## src/ecs_regs.vh

```
// register map, field positions, reset values and timing counts for the control signal block
`ifndef ECS_REGS_VH
`define ECS_REGS_VH

// ==========================================================
// register offsets (byte addresses, one aligned word each)
`define ECS_OFS_CTRL        8'h00
`define ECS_OFS_CMD         8'h04
`define ECS_OFS_STATUS      8'h08

// ==========================================================
// control register fields
`define ECS_CTRL_MODE_LO    0
`define ECS_CTRL_MODE_HI    1
`define ECS_CTRL_COMP_LO    2
`define ECS_CTRL_COMP_HI    4
`define ECS_CTRL_WIDE       5
`define ECS_CTRL_GROUP      6
`define ECS_CTRL_HIZ        7
`define ECS_CTRL_RESET      8'h00

// command register bits (write one to request)
`define ECS_CMD_OPERATE     0
`define ECS_CMD_STANDBY     1
`define ECS_CMD_SUSPEND     2

// ==========================================================
// source modes
`define ECS_MODE_DC         2'h0
`define ECS_MODE_PULSE      2'h1
`define ECS_MODE_SWEEP      2'h2

// completion pulse selections
`define ECS_COMP_FRONT      3'h0
`define ECS_COMP_END        3'h1
`define ECS_COMP_HI         3'h2
`define ECS_COMP_GO         3'h3
`define ECS_COMP_LO         3'h4

// limit verdict encodings
`define ECS_VERDICT_HI      2'h1
`define ECS_VERDICT_GO      2'h2
`define ECS_VERDICT_LO      2'h3

// output states
`define ECS_ST_STANDBY      2'h0
`define ECS_ST_OPERATE      2'h1
`define ECS_ST_SUSPEND      2'h2

// ==========================================================
// timing: times in microseconds, counts derived from the clock rate
`define ECS_CLK_MHZ         100
`define ECS_MIN_PULSE_US    10
`define ECS_WIDE_PULSE_US   100
`define ECS_MIN_PULSE_CYC   (`ECS_MIN_PULSE_US * `ECS_CLK_MHZ)
`define ECS_WIDE_PULSE_CYC  (`ECS_WIDE_PULSE_US * `ECS_CLK_MHZ)

`endif

```

## src/ecs_sync.v

```verilog
// three-stage pin synchroniser with level and edge pulses
`timescale 1ns/1ps

module ecs_sync #(
  parameter INIT = 1'b0
) (
  input  wire aclk,
  input  wire aresetn,
  input  wire pin,
  output reg  level,
  output reg  rise,
  output reg  fall
);

  reg s1;
  reg s2;
  reg s3;

  // ==========================================================
  // s1 feeds s2 only; a change counts once s2 and s3 agree
  always @(posedge aclk) begin
    if (!aresetn) begin
      s1    <= INIT;
      s2    <= INIT;
      s3    <= INIT;
      level <= INIT;
      rise  <= 1'b0;
      fall  <= 1'b0;
    end else begin
      s1    <= pin;
      s2    <= s1;
      s3    <= s2;
      rise  <= (s2 == s3) && s3 && !level;
      fall  <= (s2 == s3) && !s3 && level;
      if (s2 == s3) begin
        level <= s3;
      end
    end
  end

endmodule

```

## src/ecs_ctrl.v

```verilog
// external control signal logic: trigger input, completion/sync pulses, output state machine
//
// Summary of operation
// RULE1: active-low start pulse of 10 us or more triggers per source mode or steps sweep.
// RULE2: completion pulse, low for 10 us minimum, selectable start/end/verdict source.
// RULE3: sync pulse for every pulse output and every sweep step advance.
// RULE4: sync pulse never produced in DC source mode.
// RULE5: interlock rising forces Standby; interlock high refuses every Operate request. Code does both only while the state group is selected.
// RULE6: idle input or run/idle input rising moves output into Standby.
// RULE7: run/pause input rising moves output into Suspend.
// RULE8: run/idle or run/pause input falling moves output into Operate.
// RULE9: operate status pin low in Operate, high in Standby or Suspend.
// RULE10: shared terminals carry either the pulse group or the state group.
// RULE11: output pulse width can be switched to 100 us.
// RULE12: far side sends no start pulse in Standby or during state changes.
// RULE13: far side never overlaps start pulse with panel or bus triggers.
// RULE14: burst, no measurement: period 1 ms up to trigger period less margin.
// RULE15: normal or no memory: period at least 10 ms, trigger period 15 ms.
// RULE16: burst with measurement: period at least 2.2 ms, trigger period 2.5 ms.
// RULE17: hold setting bounds against external hold time, 4 ms otherwise.
// RULE18: sweep start to next step equals hold time plus trigger period.
// RULE19: period margin depends on memory mode and period setting.
// RULE20: first trigger after Operate waits 120, 60 or 10 ms by prior state.
// RULE21: next sweep start waits 10 ms after previous sweep completes.
// RULE22: inputs synchronised, edges detected, short start pulses rejected.
// RULE23: interlock Standby beats Suspend, Suspend beats Operate.
`timescale 1ns/1ps
`include "ecs_regs.vh"

module ecs_ctrl #(
  parameter WIDE_PULSE_CYC = `ECS_WIDE_PULSE_CYC
) (
  input  wire        aclk,
  input  wire        aresetn,
  // axi4-lite register port
  input  wire [7:0]  s_axi_awaddr,
  input  wire        s_axi_awvalid,
  output wire        s_axi_awready,
  input  wire [31:0] s_axi_wdata,
  input  wire [3:0]  s_axi_wstrb,
  input  wire        s_axi_wvalid,
  output wire        s_axi_wready,
  output reg  [1:0]  s_axi_bresp,
  output reg         s_axi_bvalid,
  input  wire        s_axi_bready,
  input  wire [7:0]  s_axi_araddr,
  input  wire        s_axi_arvalid,
  output wire        s_axi_arready,
  output reg  [31:0] s_axi_rdata,
  output reg  [1:0]  s_axi_rresp,
  output reg         s_axi_rvalid,
  input  wire        s_axi_rready,
  // rear-panel pins
  input  wire        trig_in_n,
  input  wire [4:0]  term_in,
  output wire [4:0]  term_out,
  output reg  [4:0]  term_oe,
  // events from the source and measure engine
  input  wire        meas_start,
  input  wire        meas_done,
  input  wire        period_done,
  input  wire [1:0]  limit_verdict,
  input  wire        pulse_emit,
  input  wire        step_advance,
  input  wire        sweep_done,
  // trigger requests to the engine
  output reg         dc_meas_start,
  output reg         pulse_fire,
  output reg         sweep_start,
  output reg         step_fire,
  output reg  [1:0]  out_state
);

  localparam [9:0]  MIN_CYC  = `ECS_MIN_PULSE_CYC;
  localparam [13:0] NARROW   = `ECS_MIN_PULSE_CYC;
  localparam [13:0] WIDE     = WIDE_PULSE_CYC;
  localparam [1:0]  RESP_OK  = 2'h0;
  localparam [1:0]  RESP_ERR = 2'h2;

  // ==========================================================
  // width of an output pulse for the selected setting
  function [13:0] pulse_len;
    input wide;
    begin
      pulse_len = wide ? WIDE : NARROW; // RULE11
    end
  endfunction

  // true when the byte address names a mapped register
  function mapped;
    input [7:0] a;
    begin
      mapped = (a == `ECS_OFS_CTRL) || (a == `ECS_OFS_CMD) || (a == `ECS_OFS_STATUS);
    end
  endfunction

  reg  [7:0]  ctrl;
  reg  [2:0]  cmd_req;
  reg  [7:0]  aw_addr;
  reg         aw_held;
  reg  [31:0] w_data;
  reg  [3:0]  w_strb;
  reg         w_held;
  reg         sweep_active;
  reg  [9:0]  trig_cnt;
  reg  [13:0] comp_cnt;
  reg  [13:0] sync_cnt;
  reg  [15:0] trig_total;
  reg  [1:0]  next_state;
  reg  [31:0] next_rdata;

  wire [1:0]  src_mode = ctrl[`ECS_CTRL_MODE_HI:`ECS_CTRL_MODE_LO];
  wire [2:0]  comp_sel = ctrl[`ECS_CTRL_COMP_HI:`ECS_CTRL_COMP_LO];
  wire        wide     = ctrl[`ECS_CTRL_WIDE];
  wire        grp      = ctrl[`ECS_CTRL_GROUP];
  wire        wr_go    = aw_held && w_held && !s_axi_bvalid;

  // ==========================================================
  // pin synchronisers; interlock rests high so an open pin refuses Operate while the state group owns the terminals
  wire trig_lvl;
  wire ilk_lvl;
  wire ilk_rise;
  wire idle_rise;
  wire ri_rise;
  wire ri_fall;
  wire rp_rise;
  wire rp_fall;

  ecs_sync #(.INIT(1'b1)) u_trig (
    .aclk(aclk), .aresetn(aresetn), .pin(trig_in_n),
    .level(trig_lvl), .rise(), .fall()
  ); // RULE22
  ecs_sync #(.INIT(1'b1)) u_ilk (
    .aclk(aclk), .aresetn(aresetn), .pin(term_in[0]),
    .level(ilk_lvl), .rise(ilk_rise), .fall()
  ); // RULE22
  ecs_sync #(.INIT(1'b0)) u_idle (
    .aclk(aclk), .aresetn(aresetn), .pin(term_in[1]),
    .level(), .rise(idle_rise), .fall()
  );
  ecs_sync #(.INIT(1'b0)) u_runidle (
    .aclk(aclk), .aresetn(aresetn), .pin(term_in[2]),
    .level(), .rise(ri_rise), .fall(ri_fall)
  );
  ecs_sync #(.INIT(1'b0)) u_runpause (
    .aclk(aclk), .aresetn(aresetn), .pin(term_in[3]),
    .level(), .rise(rp_rise), .fall(rp_fall)
  );

  // ==========================================================
  // state requests; pins only count while the state group owns the terminals
  wire ilk_block = grp && ilk_lvl;                                        // RULE5 RULE10
  wire want_ilk  = grp && ilk_rise;                                       // RULE5
  wire want_stby = cmd_req[`ECS_CMD_STANDBY] || (grp && (idle_rise || ri_rise)); // RULE6
  wire want_sus  = cmd_req[`ECS_CMD_SUSPEND] || (grp && rp_rise);          // RULE7
  wire want_opr  = cmd_req[`ECS_CMD_OPERATE] || (grp && (ri_fall || rp_fall)); // RULE8

  // standby first, then suspend, then operate; operate blocked by interlock
  always @* begin
    next_state = out_state;
    if (want_ilk || want_stby) begin
      next_state = `ECS_ST_STANDBY;           // RULE23
    end else if (want_sus) begin
      next_state = `ECS_ST_SUSPEND;           // RULE23
    end else if (want_opr && !ilk_block) begin
      next_state = `ECS_ST_OPERATE;           // RULE5
    end
  end

  always @(posedge aclk) begin
    if (!aresetn) begin
      out_state <= `ECS_ST_STANDBY;
    end else begin
      case (next_state)
        `ECS_ST_STANDBY: out_state <= `ECS_ST_STANDBY;
        `ECS_ST_OPERATE: out_state <= `ECS_ST_OPERATE;
        `ECS_ST_SUSPEND: out_state <= `ECS_ST_SUSPEND;
        default:         out_state <= `ECS_ST_STANDBY;
      endcase
    end
  end

  // ==========================================================
  // start pulse filter: fires once after the low level has lasted the minimum
  wire trig_hit = !trig_lvl && (trig_cnt == MIN_CYC - 10'h001); // RULE22
  // a start outside Operate is dropped to protect the source
  wire trig_ok  = trig_hit && (out_state == `ECS_ST_OPERATE);

  always @(posedge aclk) begin
    if (!aresetn) begin
      trig_cnt <= 10'h000;
    end else if (trig_lvl) begin
      trig_cnt <= 10'h000;
    end else if (trig_cnt != MIN_CYC) begin
      trig_cnt <= trig_cnt + 10'h001;
    end
  end

  // dispatch by source mode; first sweep trigger starts, later ones step
  always @(posedge aclk) begin
    if (!aresetn) begin
      dc_meas_start <= 1'b0;
      pulse_fire    <= 1'b0;
      sweep_start   <= 1'b0;
      step_fire     <= 1'b0;
      sweep_active  <= 1'b0;
      trig_total    <= 16'h0000;
    end else begin
      dc_meas_start <= trig_ok && (src_mode == `ECS_MODE_DC);                     // RULE1
      pulse_fire    <= trig_ok && (src_mode == `ECS_MODE_PULSE);                  // RULE1
      sweep_start   <= trig_ok && (src_mode == `ECS_MODE_SWEEP) && !sweep_active; // RULE1
      step_fire     <= trig_ok && (src_mode == `ECS_MODE_SWEEP) && sweep_active;  // RULE1
      if (trig_ok) begin
        trig_total <= trig_total + 16'h0001;
      end
      // a start arriving with the done event wins over the clear
      if (trig_ok && (src_mode == `ECS_MODE_SWEEP)) begin
        sweep_active <= 1'b1;
      end else if (sweep_done || (out_state != `ECS_ST_OPERATE)) begin
        sweep_active <= 1'b0;
      end
    end
  end

  // ==========================================================
  // completion and sync pulse stretchers; a new event restarts the width
  reg comp_evt;
  always @* begin
    case (comp_sel)
      `ECS_COMP_FRONT: comp_evt = meas_start;
      `ECS_COMP_END:   comp_evt = meas_done || period_done;
      `ECS_COMP_HI:    comp_evt = meas_done && (limit_verdict == `ECS_VERDICT_HI);
      `ECS_COMP_GO:    comp_evt = meas_done && (limit_verdict == `ECS_VERDICT_GO);
      `ECS_COMP_LO:    comp_evt = meas_done && (limit_verdict == `ECS_VERDICT_LO);
      default:         comp_evt = 1'b0;
    endcase
  end

  // sync only in pulse or sweep mode, never in dc mode
  wire sync_evt = ((src_mode == `ECS_MODE_PULSE) && pulse_emit) ||
                  ((src_mode == `ECS_MODE_SWEEP) && step_advance); // RULE3 RULE4

  always @(posedge aclk) begin
    if (!aresetn) begin
      comp_cnt <= 14'h0000;
      sync_cnt <= 14'h0000;
    end else begin
      if (comp_evt) begin
        comp_cnt <= pulse_len(wide);           // RULE2
      end else if (comp_cnt != 14'h0000) begin
        comp_cnt <= comp_cnt - 14'h0001;
      end
      if (sync_evt) begin
        sync_cnt <= pulse_len(wide);           // RULE3
      end else if (sync_cnt != 14'h0000) begin
        sync_cnt <= sync_cnt - 14'h0001;
      end
    end
  end

  // ==========================================================
  // terminal drive: open drain, enable pulls low; group picks the function
  assign term_out = 5'h00;

  always @(posedge aclk) begin
    if (!aresetn) begin
      term_oe <= 5'h00;
    end else if (grp) begin
      term_oe <= {out_state == `ECS_ST_OPERATE, 4'h0}; // RULE9 RULE10
    end else begin
      term_oe <= {3'h0, sync_cnt != 14'h0000, comp_cnt != 14'h0000}; // RULE2 RULE10
    end
  end

  // ==========================================================
  // axi4-lite write channel: address and data accepted in either order
  assign s_axi_awready = !aw_held && !s_axi_bvalid;
  assign s_axi_wready  = !w_held && !s_axi_bvalid;

  always @(posedge aclk) begin
    if (!aresetn) begin
      aw_held      <= 1'b0;
      w_held       <= 1'b0;
      aw_addr      <= 8'h00;
      w_data       <= 32'h0000_0000;
      w_strb       <= 4'h0;
      s_axi_bvalid <= 1'b0;
      s_axi_bresp  <= RESP_OK;
      ctrl         <= `ECS_CTRL_RESET;
      cmd_req      <= 3'h0;
    end else begin
      cmd_req <= 3'h0;
      if (s_axi_awvalid && s_axi_awready) begin
        aw_held <= 1'b1;
        aw_addr <= s_axi_awaddr;
      end
      if (s_axi_wvalid && s_axi_wready) begin
        w_held <= 1'b1;
        w_data <= s_axi_wdata;
        w_strb <= s_axi_wstrb;
      end
      if (wr_go) begin
        aw_held      <= 1'b0;
        w_held       <= 1'b0;
        s_axi_bvalid <= 1'b1;
        s_axi_bresp  <= mapped(aw_addr) ? RESP_OK : RESP_ERR;
        if (w_strb[0] && (aw_addr == `ECS_OFS_CTRL)) begin
          ctrl <= w_data[7:0];
        end
        if (w_strb[0] && (aw_addr == `ECS_OFS_CMD)) begin
          cmd_req <= w_data[2:0];
        end
      end else if (s_axi_bready) begin
        s_axi_bvalid <= 1'b0;
      end
    end
  end

  // ==========================================================
  // axi4-lite read channel: one cycle from address to data
  assign s_axi_arready = !s_axi_rvalid;

  always @* begin
    case (s_axi_araddr)
      `ECS_OFS_CTRL:   next_rdata = {24'h000000, ctrl};
      `ECS_OFS_STATUS: next_rdata = {trig_total, 11'h000, ilk_block,
                                     sweep_active, ctrl[`ECS_CTRL_HIZ], out_state};
      default:         next_rdata = 32'h0000_0000;
    endcase
  end

  always @(posedge aclk) begin
    if (!aresetn) begin
      s_axi_rvalid <= 1'b0;
      s_axi_rdata  <= 32'h0000_0000;
      s_axi_rresp  <= RESP_OK;
    end else if (s_axi_arvalid && s_axi_arready) begin
      s_axi_rvalid <= 1'b1;
      s_axi_rdata  <= next_rdata;
      s_axi_rresp  <= mapped(s_axi_araddr) ? RESP_OK : RESP_ERR;
    end else if (s_axi_rready) begin
      s_axi_rvalid <= 1'b0;
    end
  end

endmodule

```

## config.mk

```make
export PLATFORM = sky130hd
export DESIGN_NAME = ecs_ctrl
export DESIGN_NICKNAME = d
export VERILOG_FILES = /design/src/ecs_sync.v /design/src/ecs_ctrl.v
export VERILOG_INCLUDE_DIRS = /design/src /design/src/src
export SDC_FILE = /design/constraint.sdc
export NUM_CORES = 1
export LEC_CHECK = 0
export BUFFER_PORTS_ARGS = -buffer_cell sky130_fd_sc_hd__buf_2
export CORE_ASPECT_RATIO = 1.1
export CORE_UTILIZATION = 40
export CTS_CLUSTER_SIZE = 12
export DETAILED_ROUTE_END_ITERATION = 12
export PLACE_DENSITY = 0.63
export SLEW_MARGIN = 20
export SYNTH_ARGS = -nofsm -noshare
export SYNTH_HDL_FRONTEND = slang
export SYNTH_HIERARCHICAL = 1
export SYNTH_SLANG_ARGS = --single-unit
```

## constraint.sdc

```tcl
create_clock -name aclk -period 3.2 [get_ports aclk]
set_input_delay 0.64 -clock aclk [delete_from_list [all_inputs] [get_ports aclk]]
set_output_delay 0.64 -clock aclk [all_outputs]
set_load 0.02 [all_outputs]
```

==> results of run 1 <==
[power groups by stage]
stage	Clock (uW)	Combinational (uW)	Sequential, uW
2_1_floorplan	0	741	2120
3_3_place_gp	0	860	2120
3_5_place_dp	0	904	2130
4_1_cts	2190	911	2090
5_1_grt	2270	1020	2110
6_report	2150	904	2100
[state kept, by name, summed over array words and instances, names as in the netlist, 2 cells and up]
register	flops
cmd_req	3
w_data	8
trig_cnt	10
comp_cnt	14
sync_cnt	14
s_axi_rdata	24
trig_total	16
out_state	2
term_oe	3
ctrl	8
aw_addr	8
[cells in the final DEF, fill, tap and decap left out, types with 16 or more instances in the layout]
master	instances
dfxtp_1	148
nor2b_1	41
nor2_1	36
conb_1	17
a21boi_0	24
o21ai_0	16
inv_1	22
and2_1	29
nor4_1	17
a22oi_1	24
clkbuf_16	17
ha_1	16
xnor2_1	19
a21oi_1	19
nand2_1	79
xor2_1	16
buf_2	84
[per-layer routing]
layer	vias to the layer above	part of all wire [%]	GRT usage, %
met1	2301	45	21.1
met5	-	0	0
met4	0	1.1	7.41
met3	10	4.3	4.42
met2	94	50	29.2
li1	2484	-	-
[worst min path at each step]
stage	start	endpoint
CTS	trig_in_n	u_trig/s1
floorplan	u_ilk/s1	u_ilk/s2
finish	trig_in_n	u_trig/s1
global route	trig_in_n	u_trig/s1
detailed placement	u_trig/s1	u_trig/s2
global placement	u_trig/s1	u_trig/s2
[metrics by stage]
step	std cells	utilization, %
after global placement	942	44.9
after CTS	973	49.2
final	973	49.2
after floorplan	700	-
after detailed placement	942	44.9
after global routing	973	49.2
[cell type report]
| type | instances | area, um2 | share of cell area, % |
|---|---|---|---|
| Timing Repair Buffer | 89 | 470 | 6.26 |
| Sequential cell | 148 | 2960 | 39.4 |
| Clock buffer | 18 | 439 | 5.84 |
| Inverter | 22 | 82.6 | 1.10 |
| Clock inverter | 13 | 208 | 2.76 |
| Tap cell | 196 | 245 | 3.26 |
| Multi-Input combinational cell | 487 | 3110 | 41.4 |
[worst register-to-register path: cells and delay by family (launching register included)]
family	cells	cell delay, ns
xor gates and xnor gates	1	0.11
adders and majority gates	1	0.28
DFF	1	0.40
and+or+nand+nor	4	1.31
==> metrics.log, run 1 <==
INFO  metric clkTransAtPathRegs = 0.06 ns
INFO  metric routed_length_per_placed_instance = 14.0 um
INFO  metric grt_antenna_before_repair = 0
INFO  metric setup_slack = 1.00 ns
INFO  metric start_util = 41.4%
INFO  metric least_margin_pin_slew = roughly 0.74 ns
INFO  metric worst_setup_path_endpoint = trig_total[15]
INFO  metric worst_setup_path_end_kind = register
INFO  metric synth.cell_area = 6330 um2
INFO  metric p_total = 5150 uW
INFO  metric ant_nets = 0
INFO  metric layout_worst_path_cycle_share = 68.7%
INFO  metric floorplan.rows = 47
INFO  metric switching_share = 26.7%
INFO  metric worstReg2RegEnd = trig_total[15]
INFO  metric worst_path_largest_cell_delay = 0.49 ns
INFO  metric drt_first_iter_violations = approximately 190
INFO  metric tritoncts = yes
INFO  metric maxcap_violations = 0
INFO  metric grt_overflow = 0
INFO  metric power.share.sequential = 40.7%
INFO  metric die_height = 134 um
INFO  metric intPower = 3770 uW
INFO  metric critPathLaunch = trig_cnt[1]
INFO  metric final_hold_viols = 0
INFO  metric cp_num_cells = 6
INFO  metric clock-skew-final = 0.00807 ns
INFO  metric nNetsFinal = 854
INFO  metric dpl.hpwl = 9.59 mm
INFO  metric filler_cell_count = ~1,500
INFO  metric vias = 4,889
INFO  metric report.final.slew_viol_count = 0
INFO  metric critical_path_startpoint_category = register
INFO  metric num_io_pins = 130
INFO  metric switchingPower = 1380 uW
INFO  metric core_area = 15,300 um2
INFO  metric finalWeightedCongestion = 0.835
INFO  metric crit-reg2reg-launch = trig_cnt[1]
INFO  metric drt-pass1-iter-count = 5
INFO  metric dp_slack = 0.594 ns
INFO  metric htreeDepth = 4
INFO  metric reg2reg_depth = 6
INFO  metric route.detailed.drc = 0
INFO  metric numCtsBuffers = 17
INFO  metric rrSetupSlack = 1.00 ns
INFO  metric grt_pass1_wl = 22.3 mm
INFO  metric worst_hold_path_type = in2reg
INFO  metric vias_in_the_first_global_route = 4,729
INFO  metric groute.usage.overall = 17.5%
INFO  metric power_per_cell_area = ~680 nW/um2
INFO  metric grt_start_max_net_pins = 69
INFO  metric type_of_the_worst_setup_path = reg2reg
INFO  metric cp.buffers_inverters = 0
INFO  metric rsz0062_at_grt = no
INFO  metric dieWidth = 122 um
INFO  metric whs = 0.393 ns
INFO  metric hold_depth = 2
INFO  metric post_route_cells_drive_above_1_share = 17.6%
INFO  metric postCtsResizedCells = 0
INFO  metric cts_hold_buf = 0
INFO  metric power.clock.fraction = 41.8%
INFO  metric cts_root_buf = clkbuf_16
INFO  metric area_growth = 18.7%
INFO  metric ant_diodes = 0
INFO  metric fin_tns_setup = 0 ns
INFO  metric drt_wl_total = 13.6 mm
INFO  metric required = 3.52 ns
INFO  metric post_dp_cell_area = approximately 7000 um2
INFO  metric port_buffers = 84
INFO  metric clock_insertion_delay_worst_skew = between 0.4 and 0.5 ns
INFO  metric power.leakage = 0.00303 uW
INFO  metric critical_path_fanout_max = 9
INFO  metric timing.critical_path.max_delay_family = simple AND/OR/NAND/NOR gates
INFO  metric timing.fmax = 0.455 GHz
INFO  metric syn-mean-instance-area = approximately 9 um2
INFO  metric crit_chain = ha_1, and4bb_2, nand4_1, nor4_1, xor2_1, and2_1
INFO  metric run_status = completed
INFO  metric die_area = 16,300 um2
INFO  metric setup_violations = 0
INFO  metric detail_route.vias_per_cell = approximately 5
INFO  metric max-clock-path-buffers = 2
INFO  metric worstPathArrival = 2.52 ns
INFO  metric cts_setup_buffers = 0
INFO  metric tritoncts_num_sinks = 148
INFO  metric power_frac_comb = 17.5%
INFO  metric final_area = 7520 um2
INFO  metric relative_slew_slack = 50.7%
INFO  metric vdd.ir_drop.worst = just over 0.3 mV
INFO  metric layout_min_cycle_time = 2.20 ns
INFO  metric worst_path_max_delay_cell = nor4_1
INFO  metric post_synth_inst_count = 684
INFO  metric synthesis.yosys.warnings = 6
(Power assumes the default switching activity.)
==> run 2, diff against run 1 <==
--- a/config.mk
+++ b/config.mk
@@ -6,12 +6,13 @@
 export SDC_FILE = /design/constraint.sdc
 export NUM_CORES = 1
 export LEC_CHECK = 0
+export ABC_AREA = 1
 export BUFFER_PORTS_ARGS = -buffer_cell sky130_fd_sc_hd__buf_2
 export CORE_ASPECT_RATIO = 1.1
 export CORE_UTILIZATION = 40
 export CTS_CLUSTER_SIZE = 12
 export DETAILED_ROUTE_END_ITERATION = 12
-export PLACE_DENSITY = 0.63
+export PLACE_DENSITY = 0.65
 export SLEW_MARGIN = 20
 export SYNTH_ARGS = -nofsm -noshare
 export SYNTH_HDL_FRONTEND = slang
==> constraint.sdc (replaced) <==
create_clock -name aclk -period 2 [get_ports aclk]
set_input_delay 0.4 -clock aclk [delete_from_list [all_inputs] [get_ports aclk]]
set_output_delay 0.4 -clock aclk [all_outputs]
set_load 0.02 [all_outputs]
==> run 2 against run 1 <==
Effect of this change: via count is 20% higher; sequential cell count is the same; core utilization up 0.095 points; cell area increased by 4.3%; count of clock-buffer cells in the layout grew 1; wire length grew 7.4%; critical path type unchanged; largest cell class unchanged; highest routed layer unchanged.
==> metrics.log, run 2 <==
INFO  metric run_status = completed
INFO  metric vdd.ir_drop.worst = 0.595 mV
INFO  metric crit_chain = inv_1, nor2_1, inv_1, nor2_1, nand2_1, nor2_1, nand3_1, o41ai_1
INFO  metric post_route_cells_drive_above_1_share = between 15 and 20%
INFO  metric routed_length_per_placed_instance = 11.9 um
INFO  metric die_area = 17,100 um2
INFO  metric worst_setup_path_end_kind = register
INFO  metric clock-skew-final = 0.0144 ns
INFO  metric tritoncts = yes
INFO  metric setup_violations = 0
INFO  metric area_growth = 18.4%
INFO  metric required = 2.32 ns
INFO  metric route.detailed.drc = 0
INFO  metric max-clock-path-buffers = 2
INFO  metric detail_route.vias_per_cell = 4.77
INFO  metric final_common_cell = nand2_1
INFO  metric dieWidth = around 120 um
INFO  metric worst_hold_path_type = in2reg
INFO  metric clkTransAtPathRegs = 0.06 ns
INFO  metric largest_register_ffs = 24
INFO  metric layout.cells.non_filler = 1,225
INFO  metric p_total = a little over 8000 uW
INFO  metric cts_root_buf = clkbuf_16
INFO  metric core_area = 15,900 um2
INFO  metric fin_tns_setup = 0 ns
INFO  metric htreeDepth = 4
INFO  metric synth.cell_area = between 6000 and 7000 um2
INFO  metric worstHoldStart = term_in[0]
INFO  metric layout_min_cycle_time = 1.72 ns
INFO  metric numCtsBuffers = 17
INFO  metric power_per_cell_area = 1050 nW/um2
INFO  metric timing.critical_path.max_delay_family = simple AND/OR/NAND/NOR gates
INFO  metric biggestRegsByFlops = s_axi_rdata x24, trig_total x16
INFO  metric critical_path_startpoint_category = register
INFO  metric synthesis.yosys.warnings = 6
INFO  metric ant_nets = 0
INFO  metric critical_path_fanout_max = 6
INFO  metric num_io_pins = 130
INFO  metric worstPathArrival = 2.04 ns
INFO  metric grt_antenna_before_repair = 0
INFO  metric max_flop_register = s_axi_rdata
INFO  metric report.final.slew_viol_count = 0
INFO  metric postCtsResizedCells = 0
INFO  metric power.leakage = 0.00359 uW
INFO  metric start_util = 41.6%
INFO  metric critPathLaunch = out_state[0]
INFO  metric groute.usage.overall = about 17%
INFO  metric dp_cells = 1,194
INFO  metric layout_worst_path_cycle_share = 86.1%
INFO  metric dpl.hpwl = 10.5 mm
INFO  metric rsz0062_at_grt = no
INFO  metric syn-mean-instance-area = 7.16 um2
INFO  metric grt_pass1_wl = 23.8 mm
INFO  metric post_synth_inst_count = ~900
INFO  metric type_of_the_worst_setup_path = reg2reg
INFO  metric cts_hold_buf = 0
INFO  metric ant_diodes = 0
INFO  metric die_height = 137 um
INFO  metric drt-pass1-iter-count = 5
INFO  metric timing.critical_path.mode_cell = nor2_1
INFO  metric port_buffers = 84
INFO  metric grt_start_max_net_pins = 79
INFO  metric cts_setup_buffers = 0
INFO  metric clock_insertion_delay_worst_skew = 0.43 ns
INFO  metric vias = about 5,800
INFO  metric grt_overflow = 0
INFO  metric most-common-layout-cells = nand2_1 (189), nor2_1 (148), dfxtp_1 (148), inv_1 (95), buf_2 (84)
INFO  metric tritoncts_num_sinks = approximately 150
INFO  metric drt_wl_total = 14.6 mm
INFO  metric maxcap_violations = 0
INFO  metric worst_path_max_delay_cell = dfxtp_1
INFO  metric vias_in_the_first_global_route = approximately 5,200
INFO  metric crit-reg2reg-launch = out_state[0]
INFO  metric floorplan.rows = 48
INFO  metric drt_first_iter_violations = 320
INFO  metric finalWeightedCongestion = 0.924
INFO  metric timing.fmax = around 0.58 GHz
INFO  metric worst_path_largest_cell_delay = around 0.35 ns
INFO  metric final_hold_viols = 0
INFO  metric nNetsFinal = 1,102
INFO  metric cp.buffers_inverters = 2
## run 2: through the flow
step / instance area, um2 / utilization, % / hold slack [ns] / setup WS (ns)
6_report: 7840 / 49.3 / 0.143 / 0.278
5_1_grt: 7840 / 49.3 / 0.142 / 0.190
4_1_cts: 7840 / 49.3 / 0.128 / 0.277
3_5_place_dp: 7220 / 45.4 / 0.389 / 0.301
3_3_place_gp: 7220 / 45.4 / 0.381 / 0.344
2_1_floorplan: 6680 / - / 0.380 / 0.595
## run 2: cell type report
type / count / area [um2]
Fill cell: 1578 / 8070
Clock buffer: 19 / 443
Clock inverter: 12 / 179
Multi-Input combinational cell: 644 / 3080
Sequential cell: 148 / 2960
Timing Repair Buffer: 91 / 510
Inverter: 111 / 418
Tap cell: 200 / 250
## run 2: final timing paths
path	end	slack [ns]	cells past startpoint
hold / removal	u_ilk/s1	0.14	3
setup reg to reg	sweep_active	0.28	8
hold reg to reg	u_ilk/s2	0.41	2
setup / recovery	sweep_active	0.28	8
## run 2: worst reg2reg max path: stages, from the launching register on
cell and delay (ns):
dfxtp_1 0.35, inv_1 0.06, nor2_1 0.30, inv_1 0.17, nor2_1 0.11, nand2_1 0.21, nor2_1 0.19, nand3_1 0.13
o41ai_1 0.08
## run 2: power breakdown
part	switching [uW]	internal [uW]
Clock	1250	2110
Combinational	983	541
Sequential	162	3190
## run 2: layer usage
metal | global-route usage [%] | part of all wire (%) | routed length (um)
met5 | 0 | 0 | 0
met4 | 7.10 | 1.8 | 256
met3 | 4.69 | 5.0 | 728
met1 | 21.8 | 48 | 6960
met2 | 28.3 | 46 | 6650
